===== src/pkg/eewl_pkg.sv =====
// eewl_pkg: constants for the data EEPROM write-latch programmer
// assumes a 10 MHz aclk and an AXI4-Lite register port with 32-bit data
package eewl_pkg;
    localparam int unsigned CLK_HZ          = 10_000_000;
    // programming cycle duration in microseconds and its cycle count
    localparam int unsigned PROG_TIME_US    = 5000;
    localparam int unsigned PROG_CYCLES     = (PROG_TIME_US * (CLK_HZ / 1_000_000));
    // erase takes the first half of the cycle, programming the second
    localparam int unsigned ERASE_DIV       = 2;
    // register byte addresses
    localparam logic [11:0] CTRL_ADDR       = 12'h000;
    localparam logic [11:0] STATUS_ADDR     = 12'h004;
    localparam logic [11:0] CPU_ADDR        = 12'h008;
    localparam logic [11:0] MEM_BASE        = 12'h400;
    localparam logic [11:0] MEM_MASK        = 12'hC00;
    // control register fields
    localparam int unsigned CTRL_PGM_BIT    = 0;
    localparam int unsigned CTRL_LAT_BIT    = 1;
    localparam int unsigned CTRL_ITE_BIT    = 2;
    localparam logic [2:0]  CTRL_RESET      = 3'h0;
    // cpu mode register fields
    localparam int unsigned CPU_IMASK_BIT   = 0;
    localparam int unsigned CPU_WAIT_BIT    = 1;
    localparam int unsigned CPU_HALT_BIT    = 2;
    localparam int unsigned CPU_ISR_BIT     = 3;
    // status register fields
    localparam int unsigned ST_IRQ_BIT      = 0;
    localparam int unsigned ST_WAIT_BIT     = 1;
    localparam int unsigned ST_HALT_BIT     = 2;
    localparam int unsigned ST_ERASE_BIT    = 3;
    localparam int unsigned ST_DRIVE_BIT    = 4;
    localparam int unsigned ST_FETCH_BIT    = 5;
    localparam logic [1:0]  RESP_OKAY       = 2'h0;
    localparam logic [1:0]  RESP_SLVERR     = 2'h2;
    localparam logic [1:0]  RESP_DECERR     = 2'h3;
    localparam logic [7:0]  ERASED_BYTE     = 8'hFF;
    typedef enum logic [1:0]
    {
        EEWL_IDLE  = 2'h0,
        EEWL_ERASE = 2'h1,
        EEWL_PROG  = 2'h2
    } eewl_state_t;
endpackage


===== src/design/eewl_top.sv =====
// eewl_top: 256-byte data EEPROM with 16 row latches, timed row programming
// assumes a single CPU-side master on AXI4-Lite; one clock, synchronous reset
//
// What this block does
// RULE1 - write-mode clear: memory reads return the addressed byte within one cycle
// RULE2 - memory serves only data reads; memory fetches flagged with ARPROT instruction fail
// RULE3 - setting write mode with program clear makes memory writes fill sixteen latches
// RULE4 - setting program writes all latched bytes, one to sixteen, in one cycle
// RULE5 - row programmed comes from the most recent write-mode memory write
// RULE6 - software keeps the row constant between cycles; only low four bits change
// RULE7 - at cycle end program and write-mode clear together; interrupt if enabled
// RULE8 - rewriting a latched byte ANDs new data into the held value
// RULE9 - latches clear only at cycle end and on write-mode falling
// RULE10 - latch contents can never be read back
// RULE11 - memory reads in write mode leave the data bus undriven
// RULE12 - memory writes outside write mode are ignored and latch nothing
// RULE13 - an aborted cycle leaves cell contents undefined; software avoids aborting
// RULE14 - wait instruction: enter wait at once if idle, else after the cycle
// RULE15 - completion interrupt wakes from wait, never from halt
// RULE16 - halt stops at once, aborting any running cycle
// RULE17 - interrupt reaches CPU only when enabled and global mask clear
// RULE18 - cycle is timed internally, erase then program chained automatically
// RULE19 - control: bit2 enable, bit1 write mode, bit0 program; upper zero; reset zero
// RULE20 - software clearing write mode only works while program is clear
// RULE21 - pending interrupt clears when CPU enters its service routine
// RULE22 - cycle length is a parameter count; program reads one throughout
`timescale 1ns/1ps
module eewl_top #(
    parameter int unsigned PROG_COUNT = eewl_pkg::PROG_CYCLES
) (
    // clock and reset
    input  wire logic        aclk,
    input  wire logic        aresetn,
    // axi4-lite write address and data
    input  wire logic [11:0] s_axi_awaddr,
    input  wire logic [2:0]  s_axi_awprot,
    input  wire logic        s_axi_awvalid,
    output logic             s_axi_awready,
    input  wire logic [31:0] s_axi_wdata,
    input  wire logic [3:0]  s_axi_wstrb,
    input  wire logic        s_axi_wvalid,
    output logic             s_axi_wready,
    // axi4-lite write response
    output logic [1:0]       s_axi_bresp,
    output logic             s_axi_bvalid,
    input  wire logic        s_axi_bready,
    // axi4-lite read
    input  wire logic [11:0] s_axi_araddr,
    input  wire logic [2:0]  s_axi_arprot,
    input  wire logic        s_axi_arvalid,
    output logic             s_axi_arready,
    output logic [31:0]      s_axi_rdata,
    output logic [1:0]       s_axi_rresp,
    output logic             s_axi_rvalid,
    input  wire logic        s_axi_rready,
    // cpu side indications
    output logic             irq_q,
    output logic             wake_q
);
    localparam int unsigned CW = $clog2(PROG_COUNT + 1);
    localparam logic [CW-1:0] ERASE_END = CW'(PROG_COUNT / eewl_pkg::ERASE_DIV);
    localparam logic [CW-1:0] LAST_CNT  = CW'(PROG_COUNT - 1);

    logic [7:0]  mem_q [256];
    logic [7:0]  lat_q [16];
    logic [15:0] latv_q;
    logic [3:0]  row_q;
    logic [2:0]  ctrl_q, ctrl_d;
    logic        imask_q, imask_d, wait_q, wait_d, halt_q, halt_d, pend_q, pend_d;
    logic        wfi_q, wfi_d, drv_q, drv_d, fetch_q, fetch_d;
    logic [CW-1:0] cnt_q, cnt_d;
    eewl_pkg::eewl_state_t st_q, st_d;
    // bus registers
    logic        aw_q, w_q, aw_d, w_d;
    logic [11:0] awa_q, awa_d;
    logic [31:0] wd_q, wd_d;
    logic [3:0]  ws_q, ws_d;
    logic        bv_q, bv_d, rv_q, rv_d;
    logic [1:0]  br_q, br_d, rr_q, rr_d;
    logic [31:0] rd_q, rd_d;
    logic        mem_wr, lat_clr, done;

    function automatic logic is_mem(input logic [11:0] a);
        return (a & eewl_pkg::MEM_MASK) == eewl_pkg::MEM_BASE;
    endfunction

    function automatic logic [7:0] mem_idx(input logic [11:0] a);
        return a[9:2];
    endfunction

    wire wr_go = aw_q && w_q && !bv_q;
    wire rd_go = s_axi_arvalid && !rv_q;
    wire busy  = (st_q != eewl_pkg::EEWL_IDLE);

    always_comb
    begin
        aw_d = aw_q;
        w_d = w_q;
        awa_d = awa_q;
        wd_d = wd_q;
        ws_d = ws_q;
        bv_d = bv_q;
        br_d = br_q;
        rv_d = rv_q;
        rr_d = rr_q;
        rd_d = rd_q;
        ctrl_d = ctrl_q;
        imask_d = imask_q;
        wfi_d = wfi_q;
        halt_d = halt_q;
        pend_d = pend_q;
        drv_d = drv_q;
        fetch_d = fetch_q;
        mem_wr = 1'b0;
        lat_clr = 1'b0;
        if (s_axi_awvalid && !aw_q)
        begin
            aw_d = 1'b1;
            awa_d = s_axi_awaddr;
        end
        if (s_axi_wvalid && !w_q)
        begin
            w_d = 1'b1;
            wd_d = s_axi_wdata;
            ws_d = s_axi_wstrb;
        end
        if (bv_q && s_axi_bready)
            bv_d = 1'b0;
        if (rv_q && s_axi_rready)
            rv_d = 1'b0;
        // hardware completion: its clears and its pending set win over any software write in this cycle
        done = (st_q == eewl_pkg::EEWL_PROG) && (cnt_q == LAST_CNT) && !halt_q;
        if (wr_go)
        begin
            aw_d = 1'b0;
            w_d = 1'b0;
            bv_d = 1'b1;
            br_d = eewl_pkg::RESP_OKAY;
            if (awa_q == eewl_pkg::CTRL_ADDR && ws_q[0])
            begin
                ctrl_d[eewl_pkg::CTRL_ITE_BIT] = wd_q[eewl_pkg::CTRL_ITE_BIT];
                if (wd_q[eewl_pkg::CTRL_LAT_BIT])
                    ctrl_d[eewl_pkg::CTRL_LAT_BIT] = 1'b1;
                else if (!ctrl_q[eewl_pkg::CTRL_PGM_BIT]) // RULE20
                    ctrl_d[eewl_pkg::CTRL_LAT_BIT] = 1'b0;
                // program may start only from write mode; clearing it aborts
                if (wd_q[eewl_pkg::CTRL_PGM_BIT] && ctrl_d[eewl_pkg::CTRL_LAT_BIT])
                    ctrl_d[eewl_pkg::CTRL_PGM_BIT] = 1'b1; // RULE4
                else if (!wd_q[eewl_pkg::CTRL_PGM_BIT])
                    ctrl_d[eewl_pkg::CTRL_PGM_BIT] = 1'b0; // RULE13
            end
            else if (awa_q == eewl_pkg::CPU_ADDR && ws_q[0])
            begin
                imask_d = wd_q[eewl_pkg::CPU_IMASK_BIT];
                if (wd_q[eewl_pkg::CPU_WAIT_BIT])
                    wfi_d = 1'b1;
                if (wd_q[eewl_pkg::CPU_HALT_BIT])
                begin
                    halt_d = 1'b1; // RULE16
                    ctrl_d[eewl_pkg::CTRL_PGM_BIT] = 1'b0;
                end
                else
                    halt_d = 1'b0;
                if (wd_q[eewl_pkg::CPU_ISR_BIT])
                    pend_d = 1'b0; // RULE21
            end
            else if (is_mem(awa_q))
            begin
                // ignored outside write mode or while programming
                if (ctrl_q[eewl_pkg::CTRL_LAT_BIT] && !ctrl_q[eewl_pkg::CTRL_PGM_BIT] && ws_q[0])
                    mem_wr = 1'b1; // RULE3 RULE12
            end
            else if (awa_q != eewl_pkg::STATUS_ADDR)
                br_d = eewl_pkg::RESP_DECERR;
        end
        if (ctrl_q[eewl_pkg::CTRL_LAT_BIT] && !ctrl_d[eewl_pkg::CTRL_LAT_BIT])
            lat_clr = 1'b1; // RULE9
        if (done)
        begin
            ctrl_d[eewl_pkg::CTRL_PGM_BIT] = 1'b0; // RULE7
            ctrl_d[eewl_pkg::CTRL_LAT_BIT] = 1'b0;
            lat_clr = 1'b1; // RULE9
            if (ctrl_q[eewl_pkg::CTRL_ITE_BIT])
                pend_d = 1'b1; // RULE7
        end
        // a wfi request is consumed once wait is entered
        if (wait_d)
            wfi_d = 1'b0;
        if (rd_go)
        begin
            rv_d = 1'b1;
            rr_d = eewl_pkg::RESP_OKAY;
            rd_d = '0;
            drv_d = 1'b0;
            fetch_d = 1'b0;
            if (s_axi_araddr == eewl_pkg::CTRL_ADDR)
                rd_d = {29'h0, ctrl_q}; // RULE19
            else if (s_axi_araddr == eewl_pkg::STATUS_ADDR)
                rd_d = {26'h0, fetch_q, drv_q, st_q == eewl_pkg::EEWL_ERASE,
                        halt_q, wait_q, pend_q};
            else if (s_axi_araddr == eewl_pkg::CPU_ADDR)
                rd_d = {31'h0, imask_q};
            else if (is_mem(s_axi_araddr))
            begin
                if (s_axi_arprot[2])
                begin
                    rr_d = eewl_pkg::RESP_SLVERR; // RULE2
                    fetch_d = 1'b1;
                end
                else if (ctrl_q[eewl_pkg::CTRL_LAT_BIT])
                    drv_d = 1'b0; // RULE11 RULE10
                else
                begin
                    rd_d = {24'h0, mem_q[mem_idx(s_axi_araddr)]}; // RULE1
                    drv_d = 1'b1;
                end
            end
            else
                rr_d = eewl_pkg::RESP_DECERR;
        end
    end

    // wait is entered once the wfi request sees no running cycle
    always_comb
    begin
        wait_d = wait_q;
        if (wfi_q && !busy && !ctrl_q[eewl_pkg::CTRL_PGM_BIT])
            wait_d = 1'b1; // RULE14
        if (wait_q && pend_q)
            wait_d = 1'b0; // RULE15
        st_d = st_q;
        cnt_d = cnt_q;
        case (st_q)
            eewl_pkg::EEWL_IDLE:
            begin
                cnt_d = '0;
                if (ctrl_q[eewl_pkg::CTRL_PGM_BIT] && !halt_q)
                    st_d = eewl_pkg::EEWL_ERASE; // RULE18
            end
            eewl_pkg::EEWL_ERASE:
            begin
                cnt_d = cnt_q + CW'(1);
                if (cnt_q == ERASE_END - CW'(1))
                    st_d = eewl_pkg::EEWL_PROG; // RULE18
            end
            eewl_pkg::EEWL_PROG:
            begin
                cnt_d = cnt_q + CW'(1);
                if (cnt_q == LAST_CNT)
                    st_d = eewl_pkg::EEWL_IDLE; // RULE22
            end
            default:
                st_d = eewl_pkg::EEWL_IDLE;
        endcase
        if (busy && (!ctrl_q[eewl_pkg::CTRL_PGM_BIT] || halt_q))
            st_d = eewl_pkg::EEWL_IDLE; // RULE13 RULE16
    end

    always_ff @(posedge aclk)
    begin
        if (!aresetn)
        begin
            aw_q <= 1'b0;
            w_q <= 1'b0;
            awa_q <= '0;
            wd_q <= '0;
            ws_q <= '0;
            bv_q <= 1'b0;
            br_q <= eewl_pkg::RESP_OKAY;
            rv_q <= 1'b0;
            rr_q <= eewl_pkg::RESP_OKAY;
            rd_q <= '0;
            ctrl_q <= eewl_pkg::CTRL_RESET; // RULE19
            imask_q <= 1'b1;
            wfi_q <= 1'b0;
            wait_q <= 1'b0;
            halt_q <= 1'b0;
            pend_q <= 1'b0;
            drv_q <= 1'b0;
            fetch_q <= 1'b0;
            st_q <= eewl_pkg::EEWL_IDLE;
            cnt_q <= '0;
            irq_q <= 1'b0;
            wake_q <= 1'b0;
        end
        else
        begin
            aw_q <= aw_d;
            w_q <= w_d;
            awa_q <= awa_d;
            wd_q <= wd_d;
            ws_q <= ws_d;
            bv_q <= bv_d;
            br_q <= br_d;
            rv_q <= rv_d;
            rr_q <= rr_d;
            rd_q <= rd_d;
            ctrl_q <= ctrl_d;
            imask_q <= imask_d;
            wfi_q <= wfi_d;
            wait_q <= wait_d;
            halt_q <= halt_d;
            pend_q <= pend_d;
            drv_q <= drv_d;
            fetch_q <= fetch_d;
            st_q <= st_d;
            cnt_q <= cnt_d;
            irq_q <= pend_d && !imask_d; // RULE17
            wake_q <= pend_d && wait_q && !halt_d; // RULE15
        end
    end

    // latches and row: no reset needed on data, valid bits are reset
    always_ff @(posedge aclk)
    begin
        if (!aresetn || lat_clr)
            latv_q <= '0;
        else if (mem_wr)
            latv_q[awa_q[5:2]] <= 1'b1;
        if (mem_wr)
        begin
            row_q <= awa_q[9:6]; // RULE5 RULE6
            lat_q[awa_q[5:2]] <= latv_q[awa_q[5:2]] ? (lat_q[awa_q[5:2]] & wd_q[7:0])
                                                     : wd_q[7:0]; // RULE8
        end
    end

    // cells: erase then program the latched bytes of the row only
    always_ff @(posedge aclk)
    begin
        for (int i = 0; i < 16; i++)
        begin
            if (st_q == eewl_pkg::EEWL_ERASE && cnt_q == '0 && latv_q[i])
                mem_q[{row_q, 4'(i)}] <= eewl_pkg::ERASED_BYTE;
            else if (done && latv_q[i])
                mem_q[{row_q, 4'(i)}] <= lat_q[i]; // RULE4
        end
    end

    assign s_axi_awready = !aw_q;
    assign s_axi_wready  = !w_q;
    assign s_axi_bvalid  = bv_q;
    assign s_axi_bresp   = br_q;
    assign s_axi_arready = !rv_q;
    assign s_axi_rvalid  = rv_q;
    assign s_axi_rresp   = rr_q;
    assign s_axi_rdata   = rd_q;

    prog_len_a: assert property (@(posedge aclk) disable iff (!aresetn)
        $rose(st_q == eewl_pkg::EEWL_ERASE) |-> ctrl_q[eewl_pkg::CTRL_PGM_BIT] [*8]) // RULE22
        else $error("program bit dropped early");
    end_clear_a: assert property (@(posedge aclk) disable iff (!aresetn)
        done |=> !ctrl_q[eewl_pkg::CTRL_PGM_BIT] && !ctrl_q[eewl_pkg::CTRL_LAT_BIT]) // RULE7
        else $error("end of cycle did not clear both bits");
    end_irq_a: assert property (@(posedge aclk) disable iff (!aresetn)
        done && ctrl_q[eewl_pkg::CTRL_ITE_BIT] |=> pend_q) // RULE7
        else $error("no pending request after cycle");
    irq_mask_a: assert property (@(posedge aclk) disable iff (!aresetn)
        irq_q |-> $past(pend_d) && !$past(imask_d)) // RULE17
        else $error("interrupt while masked");
    lat_keep_a: assert property (@(posedge aclk) disable iff (!aresetn)
        ctrl_q[eewl_pkg::CTRL_PGM_BIT] && ctrl_q[eewl_pkg::CTRL_LAT_BIT] && !done && !halt_d
        |=> ctrl_q[eewl_pkg::CTRL_LAT_BIT]) // RULE20
        else $error("write mode cleared during programming");
    ignore_wr_a: assert property (@(posedge aclk) disable iff (!aresetn)
        !ctrl_q[eewl_pkg::CTRL_LAT_BIT] |-> !mem_wr) // RULE12
        else $error("latched a write outside write mode");
    halt_stop_a: assert property (@(posedge aclk) disable iff (!aresetn)
        halt_q |=> st_q == eewl_pkg::EEWL_IDLE) // RULE16
        else $error("cycle kept running in halt");
    wait_busy_a: assert property (@(posedge aclk) disable iff (!aresetn)
        busy && !wait_q |=> !wait_q) // RULE14
        else $error("wait entered during a cycle");
    undriven_a: assert property (@(posedge aclk) disable iff (!aresetn)
        rd_go && is_mem(s_axi_araddr) && ctrl_q[eewl_pkg::CTRL_LAT_BIT]
        |=> s_axi_rdata == 32'h0 && !drv_q) // RULE11
        else $error("bus driven in write mode");
endmodule


===== config.mk =====
export PLATFORM = sky130hd
export DESIGN_NAME = eewl_top
export DESIGN_NICKNAME = d
export VERILOG_FILES = /design/src/pkg/eewl_pkg.sv /design/src/design/eewl_top.sv
export SDC_FILE = /design/constraint.sdc
export NUM_CORES = 2
export LEC_CHECK = 0
export BUFFER_PORTS_ARGS = -buffer_cell sky130_fd_sc_hd__clkbuf_2
export CAP_MARGIN = 20
export CORE_MARGIN = 4
export CORE_UTILIZATION = 46
export CTS_CLUSTER_DIAMETER = 40
export DETAILED_ROUTE_END_ITERATION = 7
export PLACE_DENSITY = 0.62
export SLEW_MARGIN = 0
export SYNTH_ARGS = -nofsm -noshare
export SYNTH_HDL_FRONTEND = slang
export SYNTH_SLANG_ARGS = --single-unit

===== constraint.sdc =====
create_clock -name aclk -period 3.8 [get_ports aclk]
set_input_delay 1.14 -clock aclk [delete_from_list [all_inputs] [get_ports aclk]]
set_output_delay 1.14 -clock aclk [all_outputs]
set_load 0.02 [all_outputs]

After elaboration in Yosys (flattened, before gate mapping)
Memories as Yosys holds them, arrays and structs flattened. A register that Yosys moved wholly into a read port is not among the register bits.
Cells that the tools add are included.
{ "totals": {"reg_bits": 111, "ramBits": 2176, "inputBits": 73, "output_inout_bits": 43, "elab_cells": 327, "mem_count": 2} }
{ "mem_list": {"columns": ["name", "words", "width", "rd", "rd_clocked_by_memory_dff", "write_ports", "line_no", "text"], "rows": [
  ["mem_q", 256, 8, 1, 0, 16, "eewl_top.sv:64", "logic [7:0] mem_q [256];"],
  ["lat_q", 16, 8, 17, 1, 1, "eewl_top.sv:65", "logic [7:0] lat_q [16];"]
]} }
{ "classes": {"n_addsub": 1, "magnitude_cmp": 2, "n_eq_ne": 14, "muxes": 173, "bitwise_logic": 20, "reduce_logical": 89} }
{ "ops": {"columns": ["operator", "n"], "rows": [
  ["2-to-1 mux 8 bit", 23],
  ["2-to-1 mux 1 bit", 131],
  ["logical AND 1 bit", 57],
  ["case mux 16 bit (2 select lines)", 1],
  ["2-to-1 mux 2 bit", 13],
  ["== test 12 x 4 -> 1 bit (second input constant)", 2],
  ["logical NOT 12 bit", 2],
  ["adder 16 x 1 -> 16 bit (second input constant)", 1],
  ["== test 16 x 15 -> 1 bit (second input constant)", 1],
  ["== test 16 bit (second input constant)", 1],
  ["logical NOT 16 bit", 1],
  ["bitwise OR 1 bit", 16],
  ["bitwise OR 16 bit", 1],
  ["== test 12 x 3 -> 1 bit (second input constant)", 1],
  ["inequality test 12 x 3 -> 1 bit (second input constant)", 1],
  ["nonzero test 2 bit", 6],
  ["logical NOT 1 bit", 11],
  ["OR reduction 2 bit", 5],
  ["bitwise AND 8 bit", 1],
  ["2-to-1 mux 4 bit", 2],
  ["AND reduction 4 bit", 2],
  ["== test 2 x 1 -> 1 bit (second input constant)", 3],
  ["case mux 2 bit (3 select lines)", 1],
  ["less-than comparator 4 x 5 -> 1 bit (second input constant)", 1],
  ["other kinds (12)", 15]
]} }

Depth between registers and ports, before layout
{ "logic_depth": {"word_depth": 13, "depth_mapped": 13, "mapped_depth_nobuf": 7} }

Least setup slack after synthesis
OpenSTA, ideal clock, no wires.
{ "synth_timing": {"path_kind": "in2reg", "startpoint": "input s_axi_araddr[3]", "endpoint": "register rd_q[3], in the netlist s_axi_rdata[3]", "setup_ns": 0.132, "t_arrival_ns": 3.127, "required_ns": 3.668, "setup_slack_ns": 0.541, "cell_stages": 9, "path_buffers": 3, "cell_sequence": "buf_2 buf_2 clkbuf_1 mux4_2 mux4_2 a21oi_1 a21oi_1 a22oi_2 o41ai_2"} }
{ "synth_via": {"elab_chain_len": 7} }
{ "synth_rtl": {"columns": ["item", "line_no", "text"], "rows": [
  ["start, declared", "eewl_top.sv:48", "input wire logic [11:0] s_axi_araddr,"],
  ["memory read (256 x 8 bit)", null, null],
  ["2-to-1 mux 8 bit", "eewl_top.sv:210", "else if (ctrl_q[eewl_pkg::CTRL_LAT_BIT])"],
  ["2-to-1 mux 8 bit", "eewl_top.sv:205", "if (s_axi_arprot[2])"],
  ["2-to-1 mux 8 bit", "eewl_top.sv:203", "else if (is_mem(s_axi_araddr))"],
  ["2-to-1 mux 8 bit", "eewl_top.sv:201", "else if (s_axi_araddr == eewl_pkg::CPU_ADDR)"],
  ["2-to-1 mux 8 bit", "eewl_top.sv:198", "else if (s_axi_araddr == eewl_pkg::STATUS_ADDR)"],
  ["2-to-1 mux 8 bit *", "eewl_top.sv:196", "if (s_axi_araddr == eewl_pkg::CTRL_ADDR)"],
  ["end signal, assigned", "eewl_top.sv:297", "rd_q <= rd_d;"],
  ["end, declared", "eewl_top.sv:80", "logic [31:0] rd_q, rd_d;"]
]} }
Mark *: on every way between the ends. The rest lies on a longest branch, timed or not.
A chain may end at the register's enable or synchronous reset.

==> results.sh <==
export IMPL_total_switching_power_mw=12.0
export IMPL_place_ws_ns=-0.359
export IMPL_synth_xor_area_share_pct=0.108
export IMPL_crit_path_max_incr_delay_ns=0.81
export IMPL_power_leakage_nw=40.8
export IMPL_synth_area_mux_share_pct=15.8
export IMPL_die_h_um=449
export IMPL_grt_start_max_net_pins=33
export IMPL_post_cts_hold_buffer_count=0
export IMPL_number_of_warnings_reported_in_the_yosys_synthesis_log=0
export IMPL_power_density_cell_area_mw_per_mm2=526
export IMPL_status="completed"
export IMPL_synth_seq_area_share_pct=75.1
export IMPL_syn_cell_area_mm2=0.0895
export IMPL_fmax_mhz=286
export IMPL_worstSkewPairLatency_ns=0.96
export IMPL_post_place_cells=7457
export IMPL_swShare_pct=21.3
export IMPL_worst_slew_pin_transition_ns=1.19
export IMPL_cts_root_buf="clkbuf_16"
export IMPL_cellInternalPower_mw=44.2
export IMPL_postCtsSetupRepairBufs=0
export IMPL_drive_above_1_share_pct=35.5
export IMPL_ios=116
export IMPL_number_of_flops_mapped_to_enable_cells_by_yosys=2180
export IMPL_floorplan_initialDensity_pct=46.4
export IMPL_via_count=53289
export IMPL_synth_lib_cells_used_distinct=72
export IMPL_post_cts_resized=0
export IMPL_timing_critical_path_cells="nor4_1 -> nand2_1 -> nor4_1 -> nor3b_4 -> or2_1 -> buf_12 -> nand2_4 -> nor2_1"
export IMPL_track_usage_pct=34.4
export IMPL_cts_sinks=2266
export IMPL_final_area_mm2=0.107
export IMPL_first_global_vias=50895
export IMPL_slowest_stage="nor2_1"
export IMPL_crit_top_cell="nor4_1"
export IMPL_buffer_ports_inserted=59
export IMPL_synth_top_family_by_area="multiplexers"
export IMPL_final_core_utilization_pct=55.3
export IMPL_grt_antenna_before_repair=64
export IMPL_asyncSetResetFlopFracSynth_pct=0
export IMPL_final_cell_count_no_fill=7984
export IMPL_worst_slew_slack_as_a_fraction_of_its_limit_pct=20.8
export IMPL_worst_setup_hold_path_clk_slew_ns=0.06
export IMPL_cts_h_tree_depth=5
export IMPL_skew_ns=0.0558
export IMPL_crit_buf_inv=1
export IMPL_final_fill_count=14595
export IMPL_rsz0062_at_grt="false"
export IMPL_global_route_wire_length_before_repair_um=460000
export IMPL_timing_setup_critical_path_class="register to register"
export IMPL_hpwl_after_detailed_placement_um=232000
export IMPL_synth_top_flop_cell="edfxtp_1"
export IMPL_crit_required_ns=4.33
export IMPL_yosysMostFrequentCell="edfxtp_1"
export IMPL_setup_viol=0
export IMPL_crit_path_max_fanout=16
export IMPL_design_final_nets=5306
export IMPL_post_synth_main_area_contributors="edfxtp_1 73%, mux4_2 14%, dfxtp_1 1.9%, nor2_1 1.4%, mux2i_1 1.4%"
export IMPL_drc=0
export IMPL_flow_area_growth_from_synthesis_pct=19.3
export IMPL_post_synthesis_compound_gate_area_fraction_pct=2.73
export IMPL_final_hold_worst_slack_ns=0.411
export IMPL_detail_route_iter0_violations=9518
export IMPL_placed_area_mm2=0.0972
export IMPL_final_hold_viol_count=0
export IMPL_timing_hold_worst_class="input port to register"
export IMPL_netlist_area_leader_share_pct=73.2
export IMPL_remaining_overflow_grt=0
export IMPL_synth_common_cells="2180 x edfxtp_1, 564 x mux4_2, 334 x nor2_1, 155 x nand2_1, 130 x or2_2"
export IMPL_start_kind="register"
export IMPL_layout_worst_path_cycle_share_pct=92.2
export IMPL_comb_pwr_share_pct=3.0
export IMPL_num_rows=161
export IMPL_synth_area_leader_cell="edfxtp_1"
export IMPL_clock_path_buffers=4
export IMPL_die_width_um=449
export IMPL_area_sequential_mm2=0.0672
export IMPL_endpoint_kind="register"
export IMPL_seq_power_share_pct=48.2
export IMPL_cpLargestDelayFamily="simple AND/OR/NAND/NOR gates"
export IMPL_finalCriticalPeriod_ns=3.50
export IMPL_timing_critical_path_arrival_ns=4.03
export IMPL_share_of_synthesized_cell_area_in_and_or_nand_and_nor_gates_pct=4.26
export IMPL_postSynthCellCount=4420
export IMPL_ir_worst_vdd_uv=439
export IMPL_vias_per_cell=6.67
export IMPL_gp_congestion=0.982
export IMPL_core_region_area_mm2=0.193
export IMPL_wirelength_um=350000
export IMPL_cts_made_buffers=292
export IMPL_area_of_combinational_cells_with_multiple_inputs_mm2=0.0206
export IMPL_report_final_slew_viol_count=0
export IMPL_drv_max_cap_violation_count=0
export IMPL_timing_final_ws_setup_ns=0.298
export IMPL_wl_per_cell_um=43.9
export IMPL_drt_pass1_iterations=6
export IMPL_synth_seq_cells=2266
export IMPL_synth_area_per_cell_um2=20.2
export IMPL_floorplan_die_area_mm2=0.202
export IMPL_synth_adder_area_share_pct=0.0979
export IMPL_tritoncts="yes"
export IMPL_ant_nets=0
export IMPL_power_share_clock_pct=48.8
-- path summary, 6_finish.rpt --
path	from	endpoint	slack (ns)	depth (start not counted)
hold / removal	s_axi_awaddr[9]	awa_q[9]	0.41	3
hold reg to reg	drv_q	drv_q	0.46	2
setup / recovery	cnt_q[12]	mem_q[148][2]	0.30	8
setup reg to reg	cnt_q[12]	mem_q[148][2]	0.30	8
-- power by group through the flow --
stage | clock [mW] | sequential, mW | combinational (mW)
floorplan | 0 | 27.5 | 0.960
global placement | 0 | 27.6 | 1.65
detailed placement | 0 | 27.6 | 1.66
CTS | 27.4 | 27.0 | 1.66
global route | 28.5 | 27.0 | 1.74
finish | 27.4 | 27.0 | 1.70
-- flip-flops by register name (all words and copies together) (netlist names), 2 cells and up, named ones only --
name / flops
awa_q: 12
cnt_q: 16
ctrl_q: 3
lat_q: 128
latv_q: 16
mem_q: 2048
row_q: 4
s_axi_rdata: 8
s_axi_rresp: 2
st_q: 2
wd_q: 8
-- per-layer routing --
layer	vias up	wire, um	global-route usage [%]	part of all wire (%)
li1	19760	-	-	-
met1	27743	120000	44.5	34
met2	4805	152000	49.5	43
met3	965	49700	11.7	14
met4	16	28300	23.0	8.1
met5	-	114	0	0.033
-- layout make-up --
type / instances / share of cell area, %
well taps: 2526 / 2.96
flip-flops and latches: 2266 / 62.9
inverters: 15 / 0.0527
repair buffers: 759 / 5.75
diodes: 17 / 0.0399
clock inverters: 170 / 1.69
multi-input cells: 1892 / 19.3
clock buffers: 339 / 7.24
-- cell families after synthesis --
kind of cell	count (synthesis)
AO/OA/AOI/OAI	347
XOR/XNOR	11
adder cells (fa/ha/maj)	7
buffers and inverters	285
flip-flops	2266
multiplexers	701
other	1
AND/OR/NAND/NOR	802
-- cell usage in the layout, fill, tap and decap left out, types with 18 or more instances in the layout --
| cell type | instances |
|---|---|
| clkinvlp_4 | 19 |
| nor3_1 | 20 |
| o21a_1 | 26 |
| bufinv_16 | 26 |
| clkinv_4 | 20 |
| buf_12 | 44 |
| buf_4 | 655 |
| or2_2 | 130 |
| nor2b_1 | 36 |
| nand2_1 | 154 |
| conb_1 | 24 |
| o21ai_1 | 18 |
| clkbuf_2 | 56 |
| inv_6 | 24 |
| a22oi_1 | 84 |
| nor2_1 | 334 |
| mux4_2 | 564 |
| clkbuf_1 | 33 |
| clkinv_2 | 31 |
| a21boi_0 | 24 |
| o21ai_0 | 26 |
| edfxtp_1 | 2180 |
| mux2i_1 | 121 |
| clkinv_1 | 34 |
| a21oi_1 | 52 |
| clkbuf_16 | 302 |
| nand3_1 | 33 |
| dfxtp_1 | 85 |
-- worst min-delay path: cells and delay by family --
family                 cells  cell delay (ns)
AOI/OAI and AO/OA          1             0.06
buffers and inverters      1             0.08
and+or+nand+nor            1             0.04
-- through the flow --
step	setup TNS [ns]	power (mW)
final	0	56.1
after global routing	0	57.3
after CTS	0	56.1
after detailed placement	-2.09	29.2
after global placement	-2.72	29.2
after floorplan	0	28.5
(Power assumes the default switching activity.)
